===== src/hpm_pkg.sv =====
// constants and types for the headphone, mic bias and common-mode control bank
//
// Function
// - 1-MHz source: debounce codes 0, 8..512 us
// - oscillator source: codes scale with 8.2 MHz
// - debounce clock period is duration over eight
// - timer source bit; divider code zero means 128
// - perf field: 01 and 11 raise DAC current
// - bias bit 7 enables software power-down
// - with detect enabled, bias gated off unless headset or force
// - bias level: off, 2 V, 2.5 V, supply
// - bits 7,6 tie unused inputs to common mode
// - page register at zero, resets to zero
// - defaults valid only 100 us after reset
package hpm_pkg;
    // ************************************************************
    // register map
    // ************************************************************
    localparam logic [7:0] REG_PAGE_SELECT = 8'h00;
    localparam logic [7:0] REG_HEADPHONE_DRIVER_CONTROL = 8'h2c;
    localparam logic [7:0] REG_RESERVED_BLOCK_A = 8'h2d;
    localparam logic [7:0] REG_BIAS_AND_POWER_DOWN = 8'h2e;
    localparam logic [7:0] REG_INPUT_COMMON_MODE = 8'h32;
    localparam logic [7:0] REG_TIMER_CLOCK_DIV = 8'h10;
    localparam logic [7:0] PAGE_ANALOG = 8'h01;
    localparam logic [7:0] PAGE_TIMER = 8'h03;
    // ************************************************************
    // reset values and field positions
    // ************************************************************
    localparam logic [7:0] RST_PAGE = 8'h00;
    localparam logic [7:0] RST_HP_CTL = 8'h00;
    localparam logic [7:0] RST_BIAS = 8'h00;
    localparam logic [7:0] RST_CM = 8'h00;
    localparam logic [7:0] RST_TIMER_DIV = 8'h80;
    localparam int DEB_MSB = 7;
    localparam int DEB_LSB = 5;
    localparam int PERF_MSB = 4;
    localparam int PERF_LSB = 3;
    localparam int HP_ON_BIT = 2;
    localparam int SWPD_BIT = 7;
    localparam int BIAS_FORCE_BIT = 3;
    localparam int BIAS_LVL_MSB = 1;
    localparam int BIAS_LVL_LSB = 0;
    localparam int CM_ANALOG_INPUT_ONE_BIT = 7;
    localparam int CM_ANALOG_INPUT_TWO_BIT = 6;
    localparam int TSRC_BIT = 7;
    localparam int TDIV_MSB = 6;
    // ************************************************************
    // timing
    // ************************************************************
    localparam int CLK_MHZ = 250;
    localparam int VALID_TIME_US = 100;
    localparam int VALID_CYCLES = VALID_TIME_US * CLK_MHZ;
    localparam logic [7:0] DIV_ZERO_RATIO = 8'h80;
    localparam logic [2:0] OSC_PRESCALE_LAST = 3'h7;
    localparam logic [3:0] DEB_SAMPLES = 4'h8;
    localparam logic [3:0] I2C_BYTE_BITS = 4'h8;
    // ************************************************************
    // types
    // ************************************************************
    typedef enum logic [2:0] {
        ST_IDLE = 3'b000,
        ST_ADDR = 3'b001,
        ST_PTR = 3'b010,
        ST_WR = 3'b011,
        ST_RD = 3'b100,
        ST_RACK = 3'b101,
        ST_ACK = 3'b110
    } hpm_state_t;
    typedef struct packed {
        logic sw_power_down;
        logic [1:0] bias_level;
        logic [1:0] perf_code;
        logic perf_boost;
        logic hp_driver_on;
        logic hp_short;
        logic cm_analog_input_one;
        logic cm_analog_input_two;
    } hpm_ctrl_t;
endpackage


===== src/hpm_regs.sv =====
// i2c-reached control bank for headphone driver, mic bias and input common mode
`timescale 1ns/1ps
module hpm_regs #(
    parameter logic [6:0] DEV_ADDR = 7'h2a, // arbitrary bus address
    parameter int VALID_CYCLES = hpm_pkg::VALID_CYCLES
) (
    input wire logic CLOCK_IN,
    input wire logic RST_IN,
    input wire logic SOFT_RESET_IN,
    input wire logic SCL_IN,
    input wire logic SDA_IN,
    output logic SDA_OUT,
    output logic SDA_OE_N_OUT,
    input wire logic OSC_IN,
    input wire logic HS_SHORT_IN,
    input wire logic HS_DETECT_EN_IN,
    input wire logic HS_INSERTED_IN,
    output hpm_pkg::hpm_ctrl_t ANALOG_CTRL_OUT,
    output logic DEFAULTS_VALID_OUT
);
    // ************************************************************
    // pin synchronisers
    // ************************************************************
    logic [2:0] scl_s, sda_s;
    logic [1:0] osc_s, short_s, det_s, ins_s;
    logic osc_prev_r;
    always_ff @(posedge CLOCK_IN or posedge RST_IN) begin
        if (RST_IN) begin
            scl_s <= 3'h7;
            sda_s <= 3'h7;
            osc_s <= 2'h0;
            short_s <= 2'h0;
            det_s <= 2'h0;
            ins_s <= 2'h0;
            osc_prev_r <= 1'b0;
        end else begin
            scl_s <= {scl_s[1:0], SCL_IN};
            sda_s <= {sda_s[1:0], SDA_IN};
            osc_s <= {osc_s[0], OSC_IN};
            short_s <= {short_s[0], HS_SHORT_IN};
            det_s <= {det_s[0], HS_DETECT_EN_IN};
            ins_s <= {ins_s[0], HS_INSERTED_IN};
            osc_prev_r <= osc_s[1];
        end
    end
    wire scl_rise = scl_s[1] & ~scl_s[2];
    wire scl_fall = ~scl_s[1] & scl_s[2];
    wire bus_start = scl_s[1] & scl_s[2] & sda_s[2] & ~sda_s[1];
    wire bus_stop = scl_s[1] & scl_s[2] & ~sda_s[2] & sda_s[1];
    // ************************************************************
    // serial control slave
    // ************************************************************
    hpm_pkg::hpm_state_t state_r, after_r;
    logic [3:0] bit_cnt_r;
    logic [7:0] shift_r, ptr_r, rd_data;
    logic sda_oe_n_r, wr_fire_r;
    logic [7:0] wr_addr_r, wr_data_r;
    wire byte_done = bit_cnt_r == hpm_pkg::I2C_BYTE_BITS;
    wire addr_hit = shift_r[7:1] == DEV_ADDR;
    always_ff @(posedge CLOCK_IN or posedge RST_IN) begin
        if (RST_IN) begin
            state_r <= hpm_pkg::ST_IDLE;
            after_r <= hpm_pkg::ST_IDLE;
            bit_cnt_r <= 4'h0;
            shift_r <= 8'h00;
            ptr_r <= 8'h00;
            sda_oe_n_r <= 1'b1;
            wr_fire_r <= 1'b0;
            wr_addr_r <= 8'h00;
            wr_data_r <= 8'h00;
        end else begin
            wr_fire_r <= 1'b0;
            if (bus_start) begin
                state_r <= hpm_pkg::ST_ADDR;
                bit_cnt_r <= 4'h0;
                sda_oe_n_r <= 1'b1;
            end else if (bus_stop) begin
                state_r <= hpm_pkg::ST_IDLE;
                sda_oe_n_r <= 1'b1;
            end else begin
                unique case (state_r)
                    hpm_pkg::ST_IDLE: begin
                        sda_oe_n_r <= 1'b1;
                    end
                    hpm_pkg::ST_ADDR, hpm_pkg::ST_PTR, hpm_pkg::ST_WR: begin
                        if (scl_rise) begin
                            shift_r <= {shift_r[6:0], sda_s[1]};
                            bit_cnt_r <= bit_cnt_r + 4'h1;
                        end else if (scl_fall && byte_done) begin
                            state_r <= hpm_pkg::ST_ACK;
                            sda_oe_n_r <= 1'b0;
                            if (state_r == hpm_pkg::ST_ADDR) begin
                                if (!addr_hit) begin
                                    state_r <= hpm_pkg::ST_IDLE;
                                    sda_oe_n_r <= 1'b1;
                                end
                                after_r <= shift_r[0] ? hpm_pkg::ST_RD : hpm_pkg::ST_PTR;
                            end else if (state_r == hpm_pkg::ST_PTR) begin
                                ptr_r <= shift_r;
                                after_r <= hpm_pkg::ST_WR;
                            end else begin
                                wr_fire_r <= 1'b1;
                                wr_addr_r <= ptr_r;
                                wr_data_r <= shift_r;
                                ptr_r <= ptr_r + 8'h01;
                                after_r <= hpm_pkg::ST_WR;
                            end
                        end
                    end
                    hpm_pkg::ST_ACK: begin
                        if (scl_fall) begin
                            state_r <= after_r;
                            bit_cnt_r <= 4'h0;
                            shift_r <= rd_data;
                            sda_oe_n_r <= (after_r == hpm_pkg::ST_RD) ? rd_data[7] : 1'b1;
                        end
                    end
                    hpm_pkg::ST_RD: begin
                        if (scl_rise) begin
                            bit_cnt_r <= bit_cnt_r + 4'h1;
                        end else if (scl_fall && byte_done) begin
                            state_r <= hpm_pkg::ST_RACK;
                            sda_oe_n_r <= 1'b1;
                            ptr_r <= ptr_r + 8'h01;
                        end else if (scl_fall) begin
                            sda_oe_n_r <= shift_r[6];
                            shift_r <= {shift_r[6:0], 1'b0};
                        end
                    end
                    hpm_pkg::ST_RACK: begin
                        // a master nack ends the read; an ack fetches the next byte
                        if (scl_rise) begin
                            state_r <= sda_s[1] ? hpm_pkg::ST_IDLE : hpm_pkg::ST_ACK;
                            after_r <= hpm_pkg::ST_RD;
                        end
                    end
                    default: begin
                        state_r <= hpm_pkg::ST_IDLE;
                    end
                endcase
            end
        end
    end
    // ************************************************************
    // register file
    // ************************************************************
    logic [7:0] page_r, hp_ctl_r, bias_r, cm_r, tdiv_r;
    wire on_analog = page_r == hpm_pkg::PAGE_ANALOG;
    wire on_timer = page_r == hpm_pkg::PAGE_TIMER;
    wire wr_page = wr_fire_r && wr_addr_r == hpm_pkg::REG_PAGE_SELECT;
    wire wr_hp = wr_fire_r && on_analog && wr_addr_r == hpm_pkg::REG_HEADPHONE_DRIVER_CONTROL;
    wire wr_bias = wr_fire_r && on_analog && wr_addr_r == hpm_pkg::REG_BIAS_AND_POWER_DOWN;
    wire wr_cm = wr_fire_r && on_analog && wr_addr_r == hpm_pkg::REG_INPUT_COMMON_MODE;
    wire wr_tdiv = wr_fire_r && on_timer && wr_addr_r == hpm_pkg::REG_TIMER_CLOCK_DIV;
    // reserved locations read zero and drop writes, so register 45 holds nothing
    assign rd_data = (ptr_r == hpm_pkg::REG_PAGE_SELECT) ? page_r :
                     (on_analog && ptr_r == hpm_pkg::REG_HEADPHONE_DRIVER_CONTROL) ? hp_ctl_r :
                     (on_analog && ptr_r == hpm_pkg::REG_BIAS_AND_POWER_DOWN) ? bias_r :
                     (on_analog && ptr_r == hpm_pkg::REG_INPUT_COMMON_MODE) ? cm_r :
                     (on_timer && ptr_r == hpm_pkg::REG_TIMER_CLOCK_DIV) ? tdiv_r : 8'h00;
    always_ff @(posedge CLOCK_IN or posedge RST_IN) begin
        if (RST_IN) begin
            page_r <= hpm_pkg::RST_PAGE;
            hp_ctl_r <= hpm_pkg::RST_HP_CTL;
            bias_r <= hpm_pkg::RST_BIAS;
            cm_r <= hpm_pkg::RST_CM;
            tdiv_r <= hpm_pkg::RST_TIMER_DIV;
        end else if (SOFT_RESET_IN) begin
            page_r <= hpm_pkg::RST_PAGE;
            hp_ctl_r <= hpm_pkg::RST_HP_CTL;
            bias_r <= hpm_pkg::RST_BIAS;
            cm_r <= hpm_pkg::RST_CM;
            tdiv_r <= hpm_pkg::RST_TIMER_DIV;
        end else begin
            if (wr_page) page_r <= wr_data_r;
            if (wr_hp) hp_ctl_r <= wr_data_r;
            if (wr_bias) bias_r <= wr_data_r;
            if (wr_cm) cm_r <= wr_data_r;
            if (wr_tdiv) tdiv_r <= wr_data_r;
        end
    end
    // ************************************************************
    // delay timer tick and debounce
    // ************************************************************
    logic [7:0] ext_cnt_r;
    logic [2:0] osc_cnt_r;
    logic tick_r;
    logic [6:0] deb_cnt_r;
    logic [3:0] miss_cnt_r;
    logic short_r;
    wire [7:0] div_ratio = (tdiv_r[hpm_pkg::TDIV_MSB:0] == 7'h00) ?
                           hpm_pkg::DIV_ZERO_RATIO : {1'b0, tdiv_r[hpm_pkg::TDIV_MSB:0]};
    wire ext_tick = ext_cnt_r == div_ratio - 8'h01;
    // the oscillator prescale by eight makes every debounce time track its frequency
    wire osc_tick = osc_s[1] & ~osc_prev_r & (osc_cnt_r == hpm_pkg::OSC_PRESCALE_LAST);
    wire tick_nxt = tdiv_r[hpm_pkg::TSRC_BIT] ? ext_tick : osc_tick;
    wire [2:0] deb_code = hp_ctl_r[hpm_pkg::DEB_MSB:hpm_pkg::DEB_LSB];
    wire [6:0] deb_last = 7'(7'h01 << (deb_code - 3'h1)) - 7'h01;
    wire deb_en = tick_r && deb_cnt_r >= deb_last;
    always_ff @(posedge CLOCK_IN or posedge RST_IN) begin
        if (RST_IN) begin
            ext_cnt_r <= 8'h00;
            osc_cnt_r <= 3'h0;
            tick_r <= 1'b0;
            deb_cnt_r <= 7'h00;
            miss_cnt_r <= 4'h0;
            short_r <= 1'b0;
        end else begin
            ext_cnt_r <= ext_tick ? 8'h00 : ext_cnt_r + 8'h01;
            if (osc_s[1] & ~osc_prev_r) osc_cnt_r <= osc_cnt_r + 3'h1;
            tick_r <= tick_nxt;
            if (tick_r) deb_cnt_r <= deb_en ? 7'h00 : deb_cnt_r + 7'h01;
            if (deb_code == 3'h0) begin
                short_r <= short_s[1];
                miss_cnt_r <= 4'h0;
            end else if (deb_en) begin
                // eight debounce clocks make the selected time: 8 us doubling to 512 us
                if (short_s[1] == short_r) begin
                    miss_cnt_r <= 4'h0;
                end else if (miss_cnt_r == hpm_pkg::DEB_SAMPLES - 4'h1) begin
                    short_r <= short_s[1];
                    miss_cnt_r <= 4'h0;
                end else begin
                    miss_cnt_r <= miss_cnt_r + 4'h1;
                end
            end
        end
    end
    // ************************************************************
    // analog control outputs and reset-default validity
    // ************************************************************
    logic [14:0] valid_cnt_r;
    logic valid_r;
    hpm_pkg::hpm_ctrl_t ctrl_r;
    wire bias_gate = bias_r[hpm_pkg::BIAS_FORCE_BIT] | ~det_s[1] | ins_s[1];
    wire [1:0] perf = hp_ctl_r[hpm_pkg::PERF_MSB:hpm_pkg::PERF_LSB];
    always_ff @(posedge CLOCK_IN or posedge RST_IN) begin
        if (RST_IN) begin
            valid_cnt_r <= 15'h0000;
            valid_r <= 1'b0;
            ctrl_r <= '0;
        end else begin
            if (SOFT_RESET_IN) begin
                valid_cnt_r <= 15'h0000;
                valid_r <= 1'b0;
            end else if (32'(valid_cnt_r) >= VALID_CYCLES - 1) begin
                valid_r <= 1'b1;
            end else begin
                valid_cnt_r <= valid_cnt_r + 15'h0001;
            end
            ctrl_r.sw_power_down <= bias_r[hpm_pkg::SWPD_BIT];
            ctrl_r.bias_level <= bias_gate ?
                bias_r[hpm_pkg::BIAS_LVL_MSB:hpm_pkg::BIAS_LVL_LSB] : 2'h0;
            ctrl_r.perf_code <= perf;
            ctrl_r.perf_boost <= perf[0];
            ctrl_r.hp_driver_on <= hp_ctl_r[hpm_pkg::HP_ON_BIT];
            ctrl_r.hp_short <= short_r;
            ctrl_r.cm_analog_input_one <= cm_r[hpm_pkg::CM_ANALOG_INPUT_ONE_BIT];
            ctrl_r.cm_analog_input_two <= cm_r[hpm_pkg::CM_ANALOG_INPUT_TWO_BIT];
        end
    end
    assign ANALOG_CTRL_OUT = ctrl_r;
    assign DEFAULTS_VALID_OUT = valid_r;
    assign SDA_OE_N_OUT = sda_oe_n_r;
    // open drain: the pin only ever pulls low
    always_ff @(posedge CLOCK_IN or posedge RST_IN) begin
        if (RST_IN) SDA_OUT <= 1'b0;
        else SDA_OUT <= 1'b0;
    end
    // ************************************************************
    // assertions
    // ************************************************************
    property p_page_write;
        @(posedge CLOCK_IN) disable iff (RST_IN)
        wr_page && !SOFT_RESET_IN |=> page_r == $past(wr_data_r);
    endproperty
    a_page_write: assert property (p_page_write) else $error("page write lost");
    property p_page_any;
        @(posedge CLOCK_IN) disable iff (RST_IN)
        wr_fire_r && wr_addr_r == hpm_pkg::REG_PAGE_SELECT && !SOFT_RESET_IN
            |=> page_r == $past(wr_data_r);
    endproperty
    a_page_any: assert property (p_page_any) else $error("page not reachable");
    property p_bias_gate;
        @(posedge CLOCK_IN) disable iff (RST_IN)
        det_s[1] && !ins_s[1] && !bias_r[3] |=> ctrl_r.bias_level == 2'h0;
    endproperty
    a_bias_gate: assert property (p_bias_gate) else $error("bias on without headset");
    property p_bias_level;
        @(posedge CLOCK_IN) disable iff (RST_IN)
        bias_r[3] |=> ctrl_r.bias_level == $past(bias_r[1:0]);
    endproperty
    a_bias_level: assert property (p_bias_level) else $error("bias level wrong");
    property p_swpd;
        @(posedge CLOCK_IN) disable iff (RST_IN)
        ##1 ctrl_r.sw_power_down == $past(bias_r[7]);
    endproperty
    a_swpd: assert property (p_swpd) else $error("power-down mismatch");
    property p_perf;
        @(posedge CLOCK_IN) disable iff (RST_IN)
        ##1 ctrl_r.perf_boost == ($past(perf) == 2'h1 || $past(perf) == 2'h3);
    endproperty
    a_perf: assert property (p_perf) else $error("perf decode wrong");
    property p_cm;
        @(posedge CLOCK_IN) disable iff (RST_IN)
        ##1 {ctrl_r.cm_analog_input_one, ctrl_r.cm_analog_input_two} == $past(cm_r[7:6]);
    endproperty
    a_cm: assert property (p_cm) else $error("common mode mismatch");
    property p_div128;
        @(posedge CLOCK_IN) disable iff (RST_IN)
        tdiv_r == 8'h80 && ext_tick ##1 tdiv_r == 8'h80 |-> !ext_tick [*8];
    endproperty
    a_div128: assert property (p_div128) else $error("divider too fast");
    property p_valid;
        @(posedge CLOCK_IN) disable iff (RST_IN)
        valid_r |-> 32'(valid_cnt_r) >= VALID_CYCLES - 1;
    endproperty
    a_valid: assert property (p_valid) else $error("defaults valid too early");
    property p_deb_zero;
        @(posedge CLOCK_IN) disable iff (RST_IN)
        deb_code == 3'h0 |=> short_r == $past(short_s[1]);
    endproperty
    a_deb_zero: assert property (p_deb_zero) else $error("zero debounce delayed");
endmodule


===== config.mk =====
export PLATFORM = sky130hd
export DESIGN_NAME = hpm_regs
export DESIGN_NICKNAME = d
export VERILOG_FILES = /design/src/hpm_pkg.sv /design/src/hpm_regs.sv
export SDC_FILE = /design/constraint.sdc
export NUM_CORES = 1
export LEC_CHECK = 0
export BUFFER_PORTS_ARGS = -buffer_cell sky130_fd_sc_hd__buf_2
export CORE_ASPECT_RATIO = 0.9
export CORE_UTILIZATION = 50
export CTS_CLUSTER_SIZE = 24
export DETAILED_ROUTE_END_ITERATION = 10
export GPL_TIMING_DRIVEN = 0
export PLACE_DENSITY = 0.7
export SLEW_MARGIN = 20
export SYNTH_ARGS = -nofsm -noshare
export SYNTH_HDL_FRONTEND = slang
export SYNTH_SLANG_ARGS = --single-unit

===== constraint.sdc =====
create_clock -name CLOCK_IN -period 5.6 [get_ports CLOCK_IN]
set_clock_uncertainty 0.15 [all_clocks]
set_input_delay 0.28 -clock CLOCK_IN [delete_from_list [all_inputs] [get_ports CLOCK_IN]]
set_output_delay 0.28 -clock CLOCK_IN [all_outputs]
set_load 0.02 [all_outputs]

# Yosys cells after proc, flatten, opt, wreduce, memory -nomap -nowiden
# Cells that the tools add are included.
# W data, S select, Z words.
classes:
  n_addsub: 10
  magnitude_cmp: 2
  n_eq_ne: 46
  n_shift: 1
  mux: 87
  bitwise: 22
  reduce_logical: 41
ops:
  columns: ["op", "n"]
  rows:
  - ["$mux W8", 28]
  - ["$eq A8 B6 Y1 const B", 6]
  - ["$mux W3", 16]
  - ["$mux W4", 8]
  - ["$mux W15", 2]
  - ["$ne A2 B2 Y1 const B", 13]
  - ["$mux W1", 25]
  - ["$ne A4 B4 Y1 const B", 6]
  - ["$pmux W8 S3", 1]
  - ["$reduce_bool A2 Y1", 10]
  - ["$add A8 B1 Y8 const B", 2]
  - ["$eq A8 B5 Y1 const B", 2]
  - ["$logic_not A8 Y1", 2]
  - ["$pmux W8 S2", 1]
  - ["$reduce_and A8 Y1", 2]
  - ["$add A15 B1 Y15 const B", 1]
  - ["$eq A3 B3 Y1 const B", 5]
  - ["$ge A15 B15 Y1 const B", 1]
  - ["$pmux W3 S5", 1]
  - ["$reduce_and A7 Y1", 2]
  - ["$logic_and A1 B1 Y1", 13]
  - ["$reduce_and A6 Y1", 2]
  - ["$not A1 Y1", 11]
  - ["$and A1 B1 Y1", 9]
  - ["other kinds (34)", 40]
totals:
  reg_bits: 149
  word_cells: 246

# Depth between registers and ports, before layout
logic_depth:
  ltp_word: 12
  mapped_depth: 14

# Least setup slack after synthesis
# No wires, ideal clock.
synth_timing:
  kind: "reg-to-reg"
  start: "register hp_ctl_r[6]"
  end: "register miss_cnt_r[2]"
  setup_time_ns: 0.078
  arrival_ns: 2.582
  path_slack_ns: 2.790
  stages_incl_launch_ff: 15
  cell_sequence: "dfrtp_1 -> clkbuf_1 -> inv_1 -> nand3_1 -> ha_1 -> nor2_1 -> a32oi_1 -> ha_1 -> a21o_1 -> a211oi_1 -> o21ai_0 -> o211a_1 -> clkbuf_1 -> a21bo_2 -> a21oi_1"
synth_via:
  elab_chain_len: 6
  elab_cells_between_ends: 8
synth_rtl:
  columns: ["element", "line_no", "text"]
  rows:
  - ["start: declaration", "hpm_regs.sv:147", "logic [7:0] page_r, hp_ctl_r, bias_r, cm_r, tdiv_r;"]
  - ["start signal: assignment", "hpm_regs.sv:164", "hp_ctl_r <= hpm_pkg::RST_HP_CTL;"]
  - ["start signal: assignment", "hpm_regs.sv:170", "hp_ctl_r <= hpm_pkg::RST_HP_CTL;"]
  - ["start signal: assignment", "hpm_regs.sv:176", "if (wr_hp) hp_ctl_r <= wr_data_r;"]
  - ["$sub A3 B1 Y3", "hpm_regs.sv:198", "wire [6:0] deb_last = 7'(7'h01 << (deb_code - 3'h1)) - 7'h01;"]
  - ["$shl A1 B3 Y7", "hpm_regs.sv:198", null]
  - ["$sub A7 B1 Y7", "hpm_regs.sv:198", null]
  - ["$ge A7 B7 Y1", "hpm_regs.sv:199", "wire deb_en = tick_r && deb_cnt_r >= deb_last;"]
  - ["$logic_and A1 B1 Y1", "hpm_regs.sv:199", null]
  - ["$reduce_bool A2 Y1 (no line)", null, null]
  - ["end signal: assignment", "hpm_regs.sv:224", "miss_cnt_r <= miss_cnt_r + 4'h1;"]
  - ["end: declaration", "hpm_regs.sv:189", "logic [3:0] miss_cnt_r;"]
# Several ways; a longest one is shown, not always the timed one.
# A chain may end at the register's enable or synchronous reset.

# Final worst setup path
layout_timing:
  start: "register hp_ctl_r[6]"
  end: "register miss_cnt_r[3]"
# Same word-level chain as after synthesis.

==> results.json <==
{
  "top_register": "valid_cnt_r",
  "synth_edf_count": 0,
  "finalSetupTns_ns": 0,
  "outcome": "finished clean",
  "worst_setup_path_start_kind": "flop",
  "final_area_um2": 8640,
  "grt_pass1_vias": 5557,
  "ys_seq_area_frac": 0.490,
  "cts_buffers": 17,
  "dr.first_iter.drc_count": 496,
  "grt_antenna_before_repair": 0,
  "routed_wl_mm": 16.6,
  "initial_core_util": 0.513,
  "r2r_slack_ns": 2.31,
  "seqCellArea_um2": 3710,
  "min_period_ns": 3.29,
  "slew_headroom": 0.384,
  "ios": 22,
  "cp_max_fo": 10,
  "layout_worst_path_cycle_share": 0.588,
  "power_leakage_nw": 3.87,
  "avgRoutedWirePerCell_um": 16.7,
  "post_cts_resized": 0,
  "grt_use_total": 0.226,
  "largest_reg_flops": 15,
  "grt_pass1_wl_mm": 27.8,
  "critPathRequiredTime_ns": 5.80,
  "fillerInstances": 1269,
  "synth_nets": 771,
  "final_cells": 998,
  "hold_path_depth": 2,
  "port_buffers": 19,
  "fmax_mhz": 304,
  "holdCritStartpoint": "SOFT_RESET_IN",
  "syn_to_final_growth_pct": 14.1,
  "placed_area_um2": 7950,
  "endpoint_kind": "flop",
  "min_to": "valid_cnt_r[5]$_DFFE_PP0P_",
  "multi_input_area_um2": 3650,
  "worstRegToRegCells": 14,
  "netlist_area_um2": 7570,
  "timing.rr.start": "hp_ctl_r[6]$_DFFE_PP0P_",
  "mostFrequentLayoutCell": "dfrtp_1",
  "die-area_um2": 15600,
  "ir_worst_vdd_mv": 0.255,
  "setup_viol": 0,
  "async_reset_ff_frac": 1.00,
  "overflow": 0,
  "cts_max_path_buffers": 2,
  "critical_path_class": "flop to flop",
  "mostFrequentLayoutCells": "dfrtp_1 (140), nor2_1 (106), nand2_1 (50), mux2i_1 (47), o21ai_0 (31)",
  "fp.coreArea_um2": 14800,
  "synthFlopType": "dfrtp_1",
  "ys_ff_latch": 148,
  "post-route-util": 0.585,
  "rows": 42,
  "gp_congestion": 0.913,
  "slew_violations": 0,
  "route.vias.total": 5817,
  "num_antenna_cells": 0,
  "grt_max_degree": 90,
  "critPathArrivalTime_ns": 3.49,
  "worst_pin_slew_ns": 0.919,
  "yosys.cell_types.count": 66,
  "r2r_end": "miss_cnt_r[3]$_DFFE_PP0P_",
  "via_per_inst": 5.83,
  "hold_path.class": "input port to flop",
  "h-tree-depth": 4,
  "drive_gt1_frac": 0.129,
  "powerDensity_nw_per_um2": 303,
  "netlist_instances": 741,
  "cts_root_buf": "clkbuf_16",
  "fp.dieW_um": 132,
  "cts.clk_slew.worst_paths_ns": 0.06,
  "cap_violations": 0,
  "finalHoldViolCount": 0,
  "rsz0062_at_grt": "false",
  "nets": 817,
  "tritoncts": "built",
  "die_h_um": 119,
  "dp.cells": 959,
  "hpwl_mm": 11.4,
  "yosysWarnings": 0,
  "dr.pass1.iters": 5,
  "antenna_left": 0,
  "worstSkewPairLatency_ns": 0.42,
  "drc": 0,
  "clock-sinks": 148,
  "syn_avg_cell_area_um2": 10.2
}
==> where the power goes <==
part           internal [W]  switching, W  total (W)  leakage (nW)
clock              0.000747      0.000450    0.00120         0.295
sequential          0.00113     0.0000703    0.00120          1.98
combinational      0.000103      0.000113   0.000216          1.59
==> worst max-delay path by stage <==
stage,slack (ns),to,from,depth (start not counted)
final,2.31,miss_cnt_r[3]$_DFFE_PP0P_,hp_ctl_r[6]$_DFFE_PP0P_,14
after global routing,2.05,miss_cnt_r[0]$_DFFE_PP0P_,hp_ctl_r[6]$_DFFE_PP0P_,14
after CTS,2.35,miss_cnt_r[3]$_DFFE_PP0P_,hp_ctl_r[6]$_DFFE_PP0P_,14
after detailed placement,2.37,miss_cnt_r[2]$_DFFE_PP0P_,hp_ctl_r[6]$_DFFE_PP0P_,14
after global placement,-0.32,short_s[0]$_DFF_PP0_,RST_IN,2
after floorplan,1.20,ANALOG_CTRL_OUT[0]$_DFF_PP0_,RST_IN,1
==> per-layer routing <==
layer / track usage / wire (um) / vias to the layer above
met3: 0.0429 / 879 / 20
met5: 0 / 0 / -
met4: 0.0901 / 229 / 0
li1: - / - / 2747
met1: 0.320 / 7700 / 2873
met2: 0.341 / 7820 / 177
==> stage by stage <==
stage	total power, W	hold slack (ns)	setup WS, ns
after global placement	0.00142	0.182	-0.319
after CTS	0.00264	0.0762	2.35
after floorplan	0.00137	0.134	1.20
final	0.00261	0.0918	2.31
after global routing	0.00273	0.0961	2.05
after detailed placement	0.00143	0.185	2.37
==> synth_stat cells, drive strengths merged (14+ instances only) <==
| master | number | area (um2) |
|---|---|---|
| inv | 21 | 78.8 |
| o21ai | 33 | 165 |
| nor3 | 19 | 110 |
| mux2 | 22 | 248 |
| clkbuf | 22 | 82.6 |
| a21oi | 23 | 115 |
| nand2 | 50 | 188 |
| mux2i | 47 | 470 |
| xor2 | 14 | 123 |
| ha | 21 | 263 |
| xnor2 | 24 | 210 |
| nand3 | 24 | 120 |
| nor2 | 108 | 410 |
| dfrtp | 140 | 3500 |
==> worst max-delay path, stage by stage (launching register included) <==
cell      delay [ns]
dfrtp_1         0.32
clkbuf_1        0.33
inv_1           0.14
nand3_1         0.14
ha_1            0.23
nor2_1          0.08
a32oi_1         0.25
ha_1            0.29
a21o_1          0.18
a211oi_1        0.22
o21ai_0         0.13
o211a_1         0.16
clkbuf_1        0.24
a21bo_2         0.25
a21oi_1         0.11
==> cell type report <==
cell class              count  area share
plain buffers              30      0.0152
repair buffers             27      0.0223
clock inverters            12      0.0209
multi-input cells         542       0.422
inverters                  21      0.0100
well taps                 198      0.0287
flip-flops and latches    148       0.430
clock buffers              20      0.0506
==> cells by family after synthesis <==
group / after synthesis / synth area share
DFF: 148 / 0.490
and+or+nand+nor: 287 / 0.193
buffers and inverters: 51 / 0.0278
other: 1 / 0.000495
adders and majority gates: 21 / 0.0347
xor gates and xnor gates: 38 / 0.0440
AOI/OAI and AO/OA: 126 / 0.115
muxes: 69 / 0.0949
==> timing repair <==
item                                   in CTS  in global routing
setup buffers                               0                  0
endpoints found under the hold margin      58                  0
hold buffers                                7                  0
setup endpoints to repair                   0                  0
No activity file was read; power rests on OpenSTA's default activity.
